==> config.mk <==
export PLATFORM = sky130hd
export DESIGN_NAME = slod_driver
export DESIGN_NICKNAME = d
export VERILOG_FILES = /design/src/verilog/slod_pkg.sv /design/src/verilog/slod_driver.sv
export VERILOG_INCLUDE_DIRS = /design/src /design/src/verilog
export SDC_FILE = /design/constraint.sdc
export NUM_CORES = 1
export LEC_CHECK = 0
export ABC_AREA = 1
export BUFFER_PORTS_ARGS = -buffer_cell sky130_fd_sc_hd__buf_2
export CAP_MARGIN = 40
export CORE_MARGIN = 3
export CORE_UTILIZATION = 45
export CTS_CLUSTER_SIZE = 20
export DETAILED_ROUTE_END_ITERATION = 10
export GPL_TIMING_DRIVEN = 0
export PLACE_DENSITY = 0.62
export SYNTH_ARGS = -nofsm -noshare
export SYNTH_HDL_FRONTEND = slang
export SYNTH_SLANG_ARGS = --single-unit
==> constraint.sdc <==
create_clock -name sys_clk -period 2 [get_ports sys_clk]
set_input_delay 0.2 -clock sys_clk [delete_from_list [all_inputs] [get_ports sys_clk]]
set_output_delay 0.2 -clock sys_clk [all_outputs]
set_load 0.1 [all_outputs]
==> src/verilog/slod_cfg.svh <==
`ifndef SLOD_CFG_SVH
`define SLOD_CFG_SVH

// width of the shift, storage and output-buffer words
`define SLOD_REG_BITS   8
// index of the last shift stage, which feeds the chain output
`define SLOD_LAST_STAGE 7
// depth of the latched-word stream buffer
`define SLOD_FIFO_DEPTH 16
// width of the latched-word stream buffer
`define SLOD_FIFO_WIDTH 8
// value the shift and storage registers take while clear is held
`define SLOD_CLEAR_WORD 8'h00
// drain enables while off: all high, nothing sinks
`define SLOD_DRAIN_OFF  8'hFF

`endif

==> src/verilog/slod_pkg.sv <==
package slod_pkg;
	`include "slod_cfg.svh"

	// one data word of the register chain
	typedef logic [`SLOD_REG_BITS-1:0] slod_word_t;

	// the five host pins, kept together through every sync stage
	typedef struct packed {
		logic shift_clock;      // rising edge advances the shifter
		logic latch_clock;      // rising edge loads the storage word
		logic serial_input;     // data bit for the first stage
		logic clear_n;          // low clears shifter, storage and drop flag
		logic output_enable_n;  // high forces every drain off
	} slod_pins_t;

	// every flip-flop of the top module
	typedef struct packed {
		slod_pins_t meta;           // first sync stage, read by sync only
		slod_pins_t sync;           // second sync stage
		slod_pins_t last;           // previous sync value, for edge finding
		slod_word_t shifter;        // serial-in parallel-out stages
		slod_word_t storage;        // word loaded on latch edges
		slod_word_t drain_oe_n;     // low while a drain sinks current
		logic       drain_level;    // level driven on enabled drains
		logic       serial_output;  // copy of the last shift stage
		logic       push;           // one-cycle write into the buffer
		slod_word_t push_word;      // word offered to the buffer
		logic       dropped;        // latch seen while the buffer was full
	} slod_state_t;
endpackage : slod_pkg

==> src/verilog/slod_driver.sv <==
// How it works
// - eight-bit shifter feeding eight-bit storage register
// - shift clock rise shifts, serial bit enters
// - latch clock rise copies shifter into storage
// - clear low zeroes shifter and storage registers
// - storage reaches buffers only while clear high
// - output enable high turns all drains off
// - output enable low passes storage transparently
// - buffer one sinks current, zero is off
// - shifter data leaves on the serial output
// - loaded ones switch on, zeros off, when enabled
`timescale 1ns/1ps
`include "slod_cfg.svh"

// latched-word stream buffer, storage in flip-flops
module slod_fifo #(
	parameter int WIDTH = `SLOD_FIFO_WIDTH,
	parameter int DEPTH = `SLOD_FIFO_DEPTH
) (
	input  wire logic             sys_clk,    // system clock
	input  wire logic             srst,       // synchronous reset, high
	input  wire logic             in_valid,   // writer offers a word
	output logic                  in_ready,   // room for one more word
	input  wire logic [WIDTH-1:0] in_data,    // word to store
	output logic                  out_valid,  // a word is waiting
	input  wire logic             out_ready,  // reader takes the word
	output logic      [WIDTH-1:0] out_data    // oldest word
);
	localparam int AW = $clog2(DEPTH);

	// pointers wrap naturally, so depth must be a power of two
	if (WIDTH < 1 || DEPTH < 2 || (1 << AW) != DEPTH) begin : g_bad_size
		$error("slod_fifo: bad width or depth");
	end

	// every flip-flop of the buffer
	typedef struct packed {
		logic [DEPTH-1:0][WIDTH-1:0] mem;        // storage words
		logic [AW-1:0]               wr_ptr;     // next write slot
		logic [AW-1:0]               rd_ptr;     // oldest slot
		logic [AW:0]                 count;      // words held
		logic                        in_ready;   // not full, registered
		logic                        out_valid;  // not empty, registered
		logic [WIDTH-1:0]            out_data;   // head word, registered
	} slod_fifo_state_t;

	slod_fifo_state_t st;       // all registers
	slod_fifo_state_t next_st;  // their next values
	logic             do_wr;    // write this cycle
	logic             do_rd;    // read this cycle

	assign do_wr     = in_valid && st.in_ready;
	assign do_rd     = st.out_valid && out_ready;
	assign in_ready  = st.in_ready;
	assign out_valid = st.out_valid;
	assign out_data  = st.out_data;

	// pointer and count update; simultaneous read and write keep the count
	always_comb begin
		next_st = st;
		if (do_wr) begin
			next_st.mem[st.wr_ptr] = in_data;
			next_st.wr_ptr         = st.wr_ptr + 1'b1;
		end
		if (do_rd)
			next_st.rd_ptr = st.rd_ptr + 1'b1;
		if (do_wr && !do_rd)
			next_st.count = st.count + 1'b1;
		else if (do_rd && !do_wr)
			next_st.count = st.count - 1'b1;
		// flags and head from the next state, so outputs leave flops directly
		next_st.in_ready  = (next_st.count != (AW+1)'(DEPTH));
		next_st.out_valid = (next_st.count != '0);
		// a word written into the head slot this cycle is seen at once
		next_st.out_data  = next_st.mem[next_st.rd_ptr];
	end

	// buffer registers; empty and ready after reset
	always_ff @(posedge sys_clk) begin
		if (srst) begin
			st          <= '0;
			st.in_ready <= 1'b1;
		end else begin
			st <= next_st;
		end
	end
endmodule : slod_fifo

// serial-in latched-output low-side driver
module slod_driver
	import slod_pkg::*;
#(
	parameter int FIFO_DEPTH = `SLOD_FIFO_DEPTH
) (
	input  wire logic       sys_clk,          // system clock, 40 MHz
	input  wire logic       srst,             // synchronous reset, high
	input  wire logic       shift_clock,      // host shift clock pin
	input  wire logic       latch_clock,      // host latch clock pin
	input  wire logic       serial_input,     // host serial data pin
	input  wire logic       clear_n,          // host clear pin, low active
	input  wire logic       output_enable_n,  // host output enable, low active
	output logic            serial_output,    // chain output to next device
	output slod_word_t      drain_out,        // drain level, always low
	output slod_word_t      drain_oe_n,       // low while a drain sinks
	output logic            word_valid,       // latched word waiting
	output slod_word_t      word_data,        // oldest latched word
	input  wire logic       word_ready,       // consumer takes the word
	output logic            capture_ready,    // buffer can take a latch
	output logic            capture_dropped   // a latch found the buffer full
);
	// a one-word buffer cannot tell full from empty
	if (FIFO_DEPTH < 2) begin : g_bad_depth
		$error("slod_driver: buffer depth too small");
	end

	slod_state_t st;       // all registers
	slod_state_t next_st;  // their next values
	slod_pins_t  pins;     // raw pin bundle
	logic        sh_rise;  // shift clock edge seen this cycle
	logic        lt_rise;  // latch clock edge seen this cycle
	logic        fifo_in_ready;  // buffer has room

	assign pins    = '{shift_clock, latch_clock, serial_input, clear_n, output_enable_n};
	// edges come from the second stage only, never the first
	assign sh_rise = st.sync.shift_clock && !st.last.shift_clock;
	assign lt_rise = st.sync.latch_clock && !st.last.latch_clock;

	// next-state logic for the whole device
	always_comb begin
		next_st      = st;
		next_st.meta = pins;
		next_st.sync = st.meta;
		next_st.last = st.sync;
		next_st.push = 1'b0;
		if (!st.sync.clear_n) begin
			// clear needs no clock edge and overrides both clocks
			next_st.shifter = `SLOD_CLEAR_WORD;
			next_st.storage = `SLOD_CLEAR_WORD;
			next_st.dropped = 1'b0;
		end else begin
			if (sh_rise) begin
				// one stage per edge, new bit at the bottom
				next_st.shifter = {st.shifter[`SLOD_LAST_STAGE-1:0], st.sync.serial_input};
			end
			if (lt_rise) begin
				// old shifter value: a same-edge shift is not yet visible
				next_st.storage = st.shifter;
				if (fifo_in_ready) begin
					next_st.push      = 1'b1;
					next_st.push_word = st.shifter;
				end else begin
					// buffer full: the storage still loads, only the copy is lost
					next_st.dropped = 1'b1;
				end
			end
		end
		// chain output follows the last stage
		next_st.serial_output = next_st.shifter[`SLOD_LAST_STAGE];
		// gate by clear and enable; a one sinks current
		if (st.sync.clear_n && !st.sync.output_enable_n)
			next_st.drain_oe_n = ~st.storage;
		else
			next_st.drain_oe_n = `SLOD_DRAIN_OFF;
		next_st.drain_level = 1'b0;
	end

	// state register; drains come out of reset switched off
	always_ff @(posedge sys_clk) begin
		if (srst) begin
			st            <= '0;
			st.drain_oe_n <= `SLOD_DRAIN_OFF;
		end else begin
			st <= next_st;
		end
	end

	slod_fifo #(
		.WIDTH (`SLOD_REG_BITS),
		.DEPTH (FIFO_DEPTH)
	) u_fifo (
		.sys_clk   (sys_clk),
		.srst      (srst),
		.in_valid  (st.push),
		.in_ready  (fifo_in_ready),
		.in_data   (st.push_word),
		.out_valid (word_valid),
		.out_ready (word_ready),
		.out_data  (word_data)
	);

	assign serial_output   = st.serial_output;
	assign drain_out       = {`SLOD_REG_BITS{st.drain_level}};
	assign drain_oe_n      = st.drain_oe_n;
	assign capture_ready   = fifo_in_ready;
	assign capture_dropped = st.dropped;
endmodule : slod_driver

# Word-level counts from Yosys, hierarchy flattened
# Index checks and enable logic that the tools add are counted.
[classes]
eq_ne = 1
muxes = 13
n_reduce_logical = 19
order_cmp = 3
addsub = 4
bitwise = 5
[ops]
columns = ["op", "count"]
rows = [
  ["2-to-1 mux 132 bit", 1],
  ["bitwise mux 128 bit", 1],
  ["binary-select mux 8 bit (select 4 bit)", 1],
  ["demux 8 bit (select 4 bit)", 1],
  ["2-to-1 mux 8 bit", 4],
  ["2-to-1 mux 16 bit", 1],
  ["less-than comparator 4 x 5 -> 1 bit, second input constant", 2],
  ["2-to-1 mux 5 bit", 2],
  ["2-to-1 mux 9 bit", 1],
  ["adder 4 x 1 -> 4 bit, second input constant", 2],
  ["logical AND 1 bit", 8],
  ["NOT 8 bit", 1],
  ["adder 5 x 1 -> 5 bit, second input constant", 1],
  ["zero test 1 bit", 5],
  ["!= test 5 bit, second input constant", 1],
  ["nonzero test 5 bit", 1],
  ["subtractor 5 x 1 -> 5 bit, second input constant", 1],
  [">= comparator 4 x 1 -> 1 bit, second input constant", 1],
  ["2-to-1 mux 4 bit", 1],
  ["NOT 1 bit", 4],
  ["OR reduction 2 bit", 2],
  ["AND reduction 3 bit", 1],
  ["OR reduction 3 bit", 1],
  ["AND reduction 2 bit", 1],
]
[word_totals]
elab_cells = 87
ff_bits = 198

# Longest topological paths before layout
# Gate-level depths: netlist of the first run.
[depth]
word_depth = 8
ltp_mapped = 13

# Cells and area by module
# Synthesis of the first run repeated with hierarchy kept, for this count alone.
[unflattened]
hier_cells = 1191
hier_area_um2 = 8535.7
[by_module_without_submodules]
columns = ["module", "instances", "area_per_inst_um2", "seq_area_each_um2", "cells_each"]
rows = [
  ["slod_fifo", 1, 6879.1, 3022.9, 1000],
  ["slod_driver", 1, 1656.6, 920.9, 191],
]

# Worst setup path before layout of the first run
# Ideal clock, no wire load.
[synth_timing]
path_kind = "flip-flop to flip-flop"
from = "reg, netlist name u_fifo.in_ready"
to = "reg u_fifo.st, in the netlist u_fifo.out_data[6]"
synth_period_minus_slack_ps = 2416
arrival_ps = 2303
path_buffers = 2
stages_incl_launch_ff = 12
setup_ps = 113
required_ps = 1887
slack_ps = -416
path_cell_list = "dfxtp_1 -> buf_4 -> nand2_2 -> nor2_4 -> nand2_1 -> buf_2 -> o21ai_0 -> nand2_1 -> nand3_1 -> nand3_1 -> nand3_1 -> nand2_1"
[synth_via]
elab_chain_len = 4
[synth_lines]
columns = ["item", "line", "source"]
rows = [
  ["logical AND 1 bit", "slod_driver.sv:52", "assign do_wr = in_valid && st.in_ready;"],
  ["2-to-1 mux 132 bit", "slod_driver.sv:61", "if (do_wr) begin"],
  ["binary-select mux 8 bit (select 4 bit)", "slod_driver.sv:75", "next_st.out_data = next_st.mem[next_st.rd_ptr];"],
  ["2-to-1 mux 8 bit (not written as such)", "slod_driver.sv:75", ""],
  ["end signal: assignment", "slod_driver.sv:84", "st <= next_st;"],
  ["end: declaration", "slod_driver.sv:47", "slod_fifo_state_t st;"],
]
# Every way passes these cells. The select of a mux whose other input is x is not followed.
# A chain may end at the register's enable or synchronous reset.

# Worst setup path in the final report of the first run
[layout_timing]
from = "reg u_fifo.st[19] (netlist name)"
to = "reg u_fifo.st, in the netlist u_fifo.out_data[2]"
[layout_via]
elab_chain_len = 8
word_cells_on_any_way = 9
classes_between = "order compare: 2; mux: 6; reduce/logical: 1"
[layout_lines]
columns = ["item", "line", "source"]
rows = [
  ["less-than comparator 4 x 5 -> 1 bit (not written as such) / >= comparator 4 x 1 -> 1 bit (equally long branches)", "slod_driver.sv:62", "next_st.mem[st.wr_ptr] = in_data;"],
  ["logical AND 1 bit (not written as such)", "slod_driver.sv:62", ""],
  ["2-to-1 mux 8 bit (not written as such)", "slod_driver.sv:62", ""],
  ["demux 8 bit (select 4 bit) (*)", "-", ""],
  ["bitwise mux 128 bit (*)", "slod_driver.sv:62", ""],
  ["2-to-1 mux 132 bit (*)", "slod_driver.sv:61", ""],
  ["binary-select mux 8 bit (select 4 bit) (*)", "slod_driver.sv:75", ""],
  ["2-to-1 mux 8 bit (not written as such) (*)", "slod_driver.sv:75", ""],
]
# Mark *: on every way between the ends. The rest lies on a longest branch, timed or not. The select of a mux whose other input is x is not followed.

==> results.toml, run 1 <==
[status]
outcome = "finished with violations"
violations = "negative setup slack"

[routing]
wirelength_met1_mm = 11.8
routedWlPerCell_um = 16.4
wl_met3_mm = 1.78
num_vias = 8144
viasPerCell = 5.33
top_layer = "met4"
wl_mm = 25.0
dr.pass1.iters = 6
drt_iter0_drc = 841
ant_nets = 0
drcViolationCount = 0
wl_met2_mm = 11.0

[yosys]
synth_area_leaders = "dfxtp_1 46%, nand2_1 12%, nand3_1 10%, o21ai_0 6.1%, nor2_1 5.9%"
synth_edf_count = 0
seq_area_frac_synth = 0.460
async_reset_ff_frac = 0
synth_area_leader_cell = "dfxtp_1"
synth_top_family_by_area = "simple AND/OR/NAND/NOR gates"
yosys_warnings = 0
synth-simple-area-share = 0.310
synthCells = 1213
synthFlopType = "dfxtp_1"
synth_xor_area_frac = 0.00789
ys_ff_latch = 197
synth-compound-area-share = 0.113
synth_cell_types = 28
yosysTopAreaCellShare = 0.460
synthMuxAreaShare = 0.00117
synthTopCellsByCount = "273 x nand2_1, 197 x dfxtp_1, 172 x nand3_1, 134 x nor2_1, 104 x o21ai_0"
netlist_area_sq_um = 8570
synthAdderAreaFrac = 0.0117
synth.most_common_cell = "nand2_1"
synth.avg_cell_area_sq_um = 7.06

[cells_and_area]
stdcell_area_sq_um = 10200
drive_above_1_share = 0.190
instances_no_fill = 1527
fillerInstances = 1727
area_growth_pct = 19.5
final_nets = 1301
diodes = 0
utilization = 0.558

[sta]
rsz0062_at_grt = "yes"
maxSlewViolCount = 0
final-hold-violation-count = 0
setup_violations = 1
fin_crit_sh = 1.00
fmax_mhz = 499
finClkSkew_ps = 10.6
tightest_slew_ps = 780
slew_headroom = 0.480
period_minus_slack_ps = 2010
setup_ws_ps = -5.96
tns_ps = -5.96

[die]
die_area_sq_um = 20700
chipHeight_um = 144
io_pins = 36
rows = 49
initial_core_util = 0.467
die_w_um = 144
core_area_sq_um = 18300

[grt]
grt_start_max_net_pins = 18
grt_overflow = 0
grtUsageTotal = 0.242
antenna_found_initial = 0
grt_pass1_wl_mm = 38.8
grt_pass1_vias = 7303

[cts]
cts_buffers = 17
ctsLongestPathBuffers = 2
worstSkewPairLatency_ps = 440
root_buffer = "clkbuf_16"
cts_tree = "done"
clkSinkCount = 197
clkTransAtPathRegs_ps = 70
cts-htree-levels = 4

[power_and_ir_drop]
vdd_drop_max_uv = 761
p_leak_nw = 4.64
powerDensity_nw_per_um2 = 1040

[worst_setup_path]
reg2reg_slack_ps = -6
cp.arrival_ps = 2370
rr_worst_depth = 10
cp-end-kind = "register"
reg2reg_from = "u_fifo.st[19]$_SDFFE_PP0P_"
cp_slowest_cell = "dfxtp_4"
required_ps = 2370
cpMostUsedCell = "nand3_1"
path_cells = "ha_1 -> nand3_1 -> nor2_4 -> buf_4 -> nand2_1 -> nand3_1 -> nand3_1 -> nand3_1 -> nand3_1 -> a21oi_1"
critPathMaxStageDelay_ps = 390
worstSetupPathType = "reg2reg"
startpoint_type = "register"
rr_endpoint = "u_fifo.out_data[2]$_SDFF_PP0_"
crit_fanout = 6

[hold_path]
holdPathEnd = "st[1]$_SDFFE_PP0P_"
hold_path_depth = 4
hp-start = "srst"
holdCritPathClass = "in2reg"

[placed_design]
place_hpwl_mm = 17.2
place.gp.congestion = 0.889
dpl-instance-area_sq_um = 9020
port_buffers = 27
dp_cells = 1476
pre_cts_slack_ps = -486

[run]
cap_viol_max_count = 0
## worst max-delay path by stage
stage | from | to | slack [ps] | cells past startpoint
5_1_grt | u_fifo.st[19]$_SDFFE_PP0P_ | u_fifo.out_data[2]$_SDFF_PP0_ | -90 | 10
3_3_place_gp | u_fifo.st[15]$_SDFF_PP0_ | u_fifo.out_data[2]$_SDFF_PP0_ | -490 | 9
6_report | u_fifo.st[19]$_SDFFE_PP0P_ | u_fifo.out_data[2]$_SDFF_PP0_ | -6 | 10
4_1_cts | u_fifo.st[20]$_SDFFE_PP0P_ | u_fifo.out_data[5]$_SDFF_PP0_ | -5 | 11
2_1_floorplan | u_fifo.in_ready$_SDFF_PP1_ | u_fifo.out_data[6]$_SDFF_PP0_ | 80 | 11
3_5_place_dp | u_fifo.st[15]$_SDFF_PP0_ | u_fifo.out_data[2]$_SDFF_PP0_ | -490 | 9
## power breakdown
part	switching [mW]	internal, mW
registers	0.0850	4.05
logic	2.12	0.929
clock network	1.60	1.89
total	3.81	6.87
## worst max-delay path: cells and delay by family (launching register included)
family / cells / cell delay (ps)
AO/OA/AOI/OAI: 1 / 160
adder cells (fa/ha/maj): 1 / 170
buffers and inverters: 1 / 170
flip-flops: 1 / 390
AND/OR/NAND/NOR: 7 / 1040
## layout by cell type (no fill, tap or decap), drive strengths merged
cell type,count
a21oi,71
a31oi,2
buf,82
bufinv,2
clkbuf,65
clkinv,5
clkinvlp,3
conb,8
dfxtp,197
dlygate4sd3,5
ha,8
inv,105
mux2i,1
nand2,275
nand3,172
nand4,2
nor2,137
nor3,1
o21a,1
o21ai,111
o21bai,3
o31ai,2
or2,34
xnor2,1
xor2,5
## flip-flops by register name, summed over array words and instances, names as in the netlist
| name | flops |
|---|---|
| u_fifo.out_valid | 1 |
| drain_oe_n | 8 |
| u_fifo.st | 141 |
| capture_dropped | 1 |
| u_fifo.in_ready | 1 |
| next_st | 10 |
| st | 27 |
| u_fifo.out_data | 8 |
## per-stage QoR
step | power (mW) | hold slack [ps]
finish | 10.7 | 83.9
global route | 11.2 | 119
detailed placement | 7.10 | 373
floorplan | 6.41 | 307
global placement | 7.09 | 370
CTS | 10.6 | 72.5
## per-layer routing
metal,vias up,track usage
li1,4017,-
met1,3778,0.348
met2,300,0.372
met3,49,0.0400
met4,0,0.0743
met5,-,0
## cell families (layout without fill, tap and decap cells)
kind of cell,count (synthesis),after routing
simple gates,621,621
flops,197,197
compound gates,190,190
buf+inv,189,267
fa+ha+maj,8,8
xor+xnor,6,6
other cells,1,8
mux,1,1
## timing repair
item                                    CTS  global route
hold endpoints to repair                  5             0
pin swaps                                 3             8
gates cloned                              0             2
hold buffers                              5             0
endpoints found under the setup margin   10             9
setup buffers                             2            12
gates resized for setup                  77           145
## layout make-up
cell class,count,area [sq um],share of cell area
clock buffers,19,443,0.0433
inverters,102,393,0.0384
plain buffers,85,515,0.0504
flip-flops and latches,197,3960,0.387
clock inverters,13,149,0.0145
well taps,229,287,0.0280
multi-input cells,834,4170,0.407
repair buffers,48,319,0.0312
Note: power is estimated with default switching activity, not from simulation.
==> run 2: changes to the inputs <==
- TNS_END_PERCENT: default -> 50
==> run 2 against run 1 <==
Against the previous run:
- the run now ends clean
- non-clock buffer count unchanged
- setup slack improved by 21 ps
- first-iteration DRC count decreased by 2.4%
- total power hardly changed
- clock skew is 2.0 ps higher
- routed wire length down 0.35%
- via count down 0.22%
- sequential cell count unchanged
- register-to-register slack better by 20 ps
- hold slack lost 1.3 ps
- highest routed layer unchanged
==> results.toml, run 2 (same netlist as run 1, synthesis figures left out) <==
[cells_and_area]
largest_reg_flops = 141
drive_above_1_share = 0.189
top_register = "u_fifo.st"
multi_input_area_sq_um = 4160
diodes = 0
final_nets = 1301
utilization = 0.558
seqCellArea_sq_um = 3960
fillerInstances = 1727
layout_common_cells = "255 x nand2_1, 190 x dfxtp_1, 166 x nand3_1"
layout_commonest_cell = "nand2_1"
area_growth_pct = 19.4

[worst_setup_path]
worstSetupPathType = "reg2reg"
cp-end-kind = "register"
cpMostUsedCell = "nand3_1"
cp.arrival_ps = 2350
path_cells = "ha_1 -> nand3_1 -> nor2_4 -> buf_4 -> nand2_1 -> nand3_1 -> nand3_1 -> nand3_1 -> nand3_1 -> a21oi_1"
startpoint_type = "register"
crit_fanout = 6
critPathMaxStageDelay_ps = 390
cp_slowest_cell = "dfxtp_4"
required_ps = 2370

[sta]
maxSlewViolCount = 0
fmax_mhz = 504
finClkSkew_ps = 12.5
tightest_slew_ps = 753
final-hold-violation-count = 0
rsz0062_at_grt = "yes"
slew_headroom = 0.498
period_minus_slack_ps = 1980
tns_ps = 0
fin_crit_sh = 0.992
setup_violations = 0

[power_and_ir_drop]
p_leak_nw = 4.64
vdd_drop_max_uv = 761
power_mw = 10.7
powerDensity_nw_per_um2 = 1040

[routing]
drt_iter0_drc = 821
routedWlPerCell_um = 16.3
drcViolationCount = 0
dr.pass1.iters = 5
wl_mm = 24.9
ant_nets = 0
viasPerCell = 5.32
num_vias = 8126

[cts]
clkSinkCount = 197
root_buffer = "clkbuf_16"
cts_buffers = 17
cts_tree = "done"
worstSkewPairLatency_ps = 440
cts-htree-levels = 4
ctsLongestPathBuffers = 2
clkTransAtPathRegs_ps = 70

[die]
rows = 49
io_pins = 36
die_area_sq_um = 20700
initial_core_util = 0.467
chipHeight_um = 144
die_w_um = 144
core_area_sq_um = 18300

[grt]
grt_overflow = 0
grt_start_max_net_pins = 18
antenna_found_initial = 0
grtUsageTotal = 0.242
grt_pass1_wl_mm = 38.8
grt_pass1_vias = 7303

[placed_design]
place_hpwl_mm = 17.2
port_buffers = 27
place.gp.congestion = 0.889

[hold_path]
holdCritPathClass = "in2reg"

[status]
outcome = "finished clean"

[run]
cap_viol_max_count = 0
[run 2: changes by cell type in the layout (fill, tap and decap cells not counted)]
| cell | previous run | this run |
|---|---|---|
| nand3_2 | 5 | 4 |
| nand3_1 | 165 | 166 |
| o21ai_1 | 45 | 44 |
| o21ai_0 | 46 | 47 |
[run 2: per-stage QoR]
step | setup slack, ps | std cells | cell area [sq um] | hold slack [ps]
CTS | -5.12 | 1515 | 9840 | 72.5
finish | 15.1 | 1527 | 10200 | 82.7
floorplan | 79.6 | 1220 | 8600 | 307
detailed placement | -486 | 1476 | 9020 | 373
global route | -91.7 | 1527 | 10200 | 119
global placement | -493 | 1476 | 9020 | 370
[run 2: path summary, 6_finish.rpt]
| path | startpoint | to | slack [ps] | depth (start not counted) |
|---|---|---|---|---|
| max | u_fifo.st[19]$_SDFFE_PP0P_ | u_fifo.out_data[2]$_SDFF_PP0_ | 20 | 10 |
| min | srst | st[4]$_SDFFE_PP0P_ | 80 | 4 |
| max reg2reg | u_fifo.st[19]$_SDFFE_PP0P_ | u_fifo.out_data[2]$_SDFF_PP0_ | 20 | 10 |
| min reg2reg | st[26]$_SDFFE_PP0P_ | drain_oe_n[6]$_SDFF_PP1_ | 390 | 1 |
[run 2: report_power, final]
group          switching, mW  internal [mW]  leakage [nW]
Clock                   1.60           1.89         0.281
Sequential            0.0843           4.05          1.60
Combinational           2.11          0.929          2.77
[run 2: what timing repair did]
action	in CTS	in global routing
endpoints found under the hold margin	5	0
gates cloned	0	2
hold buffers	5	0
setup buffers	2	12
setup endpoints to repair	10	9
pin swaps	3	8
resized for setup	77	143
[run 2: area by class of cell]
type	instances	area share
inverter	102	0.0384
buffer	85	0.0504
multi-input combinational	834	0.407
clock buffer	19	0.0433
sequential	197	0.387
timing repair buffer	48	0.0312
tap	229	0.0280
clock inverter	13	0.0146
[run 2: critical path: cells and delay by family (launching register included)]
family | cells | cell delay, ps
AOI/OAI and AO/OA | 1 | 160
adders and majority gates | 1 | 170
buffers and inverters | 1 | 160
DFF | 1 | 390
and+or+nand+nor | 7 | 1020
[run 2: metal layers]
layer | up-vias | track usage | share of wire
met5 | - | 0 | 0
met4 | 0 | 0.0743 | 0.020
met2 | 290 | 0.372 | 0.44
met3 | 48 | 0.0400 | 0.071
met1 | 3762 | 0.348 | 0.47
li1 | 4026 | - | -
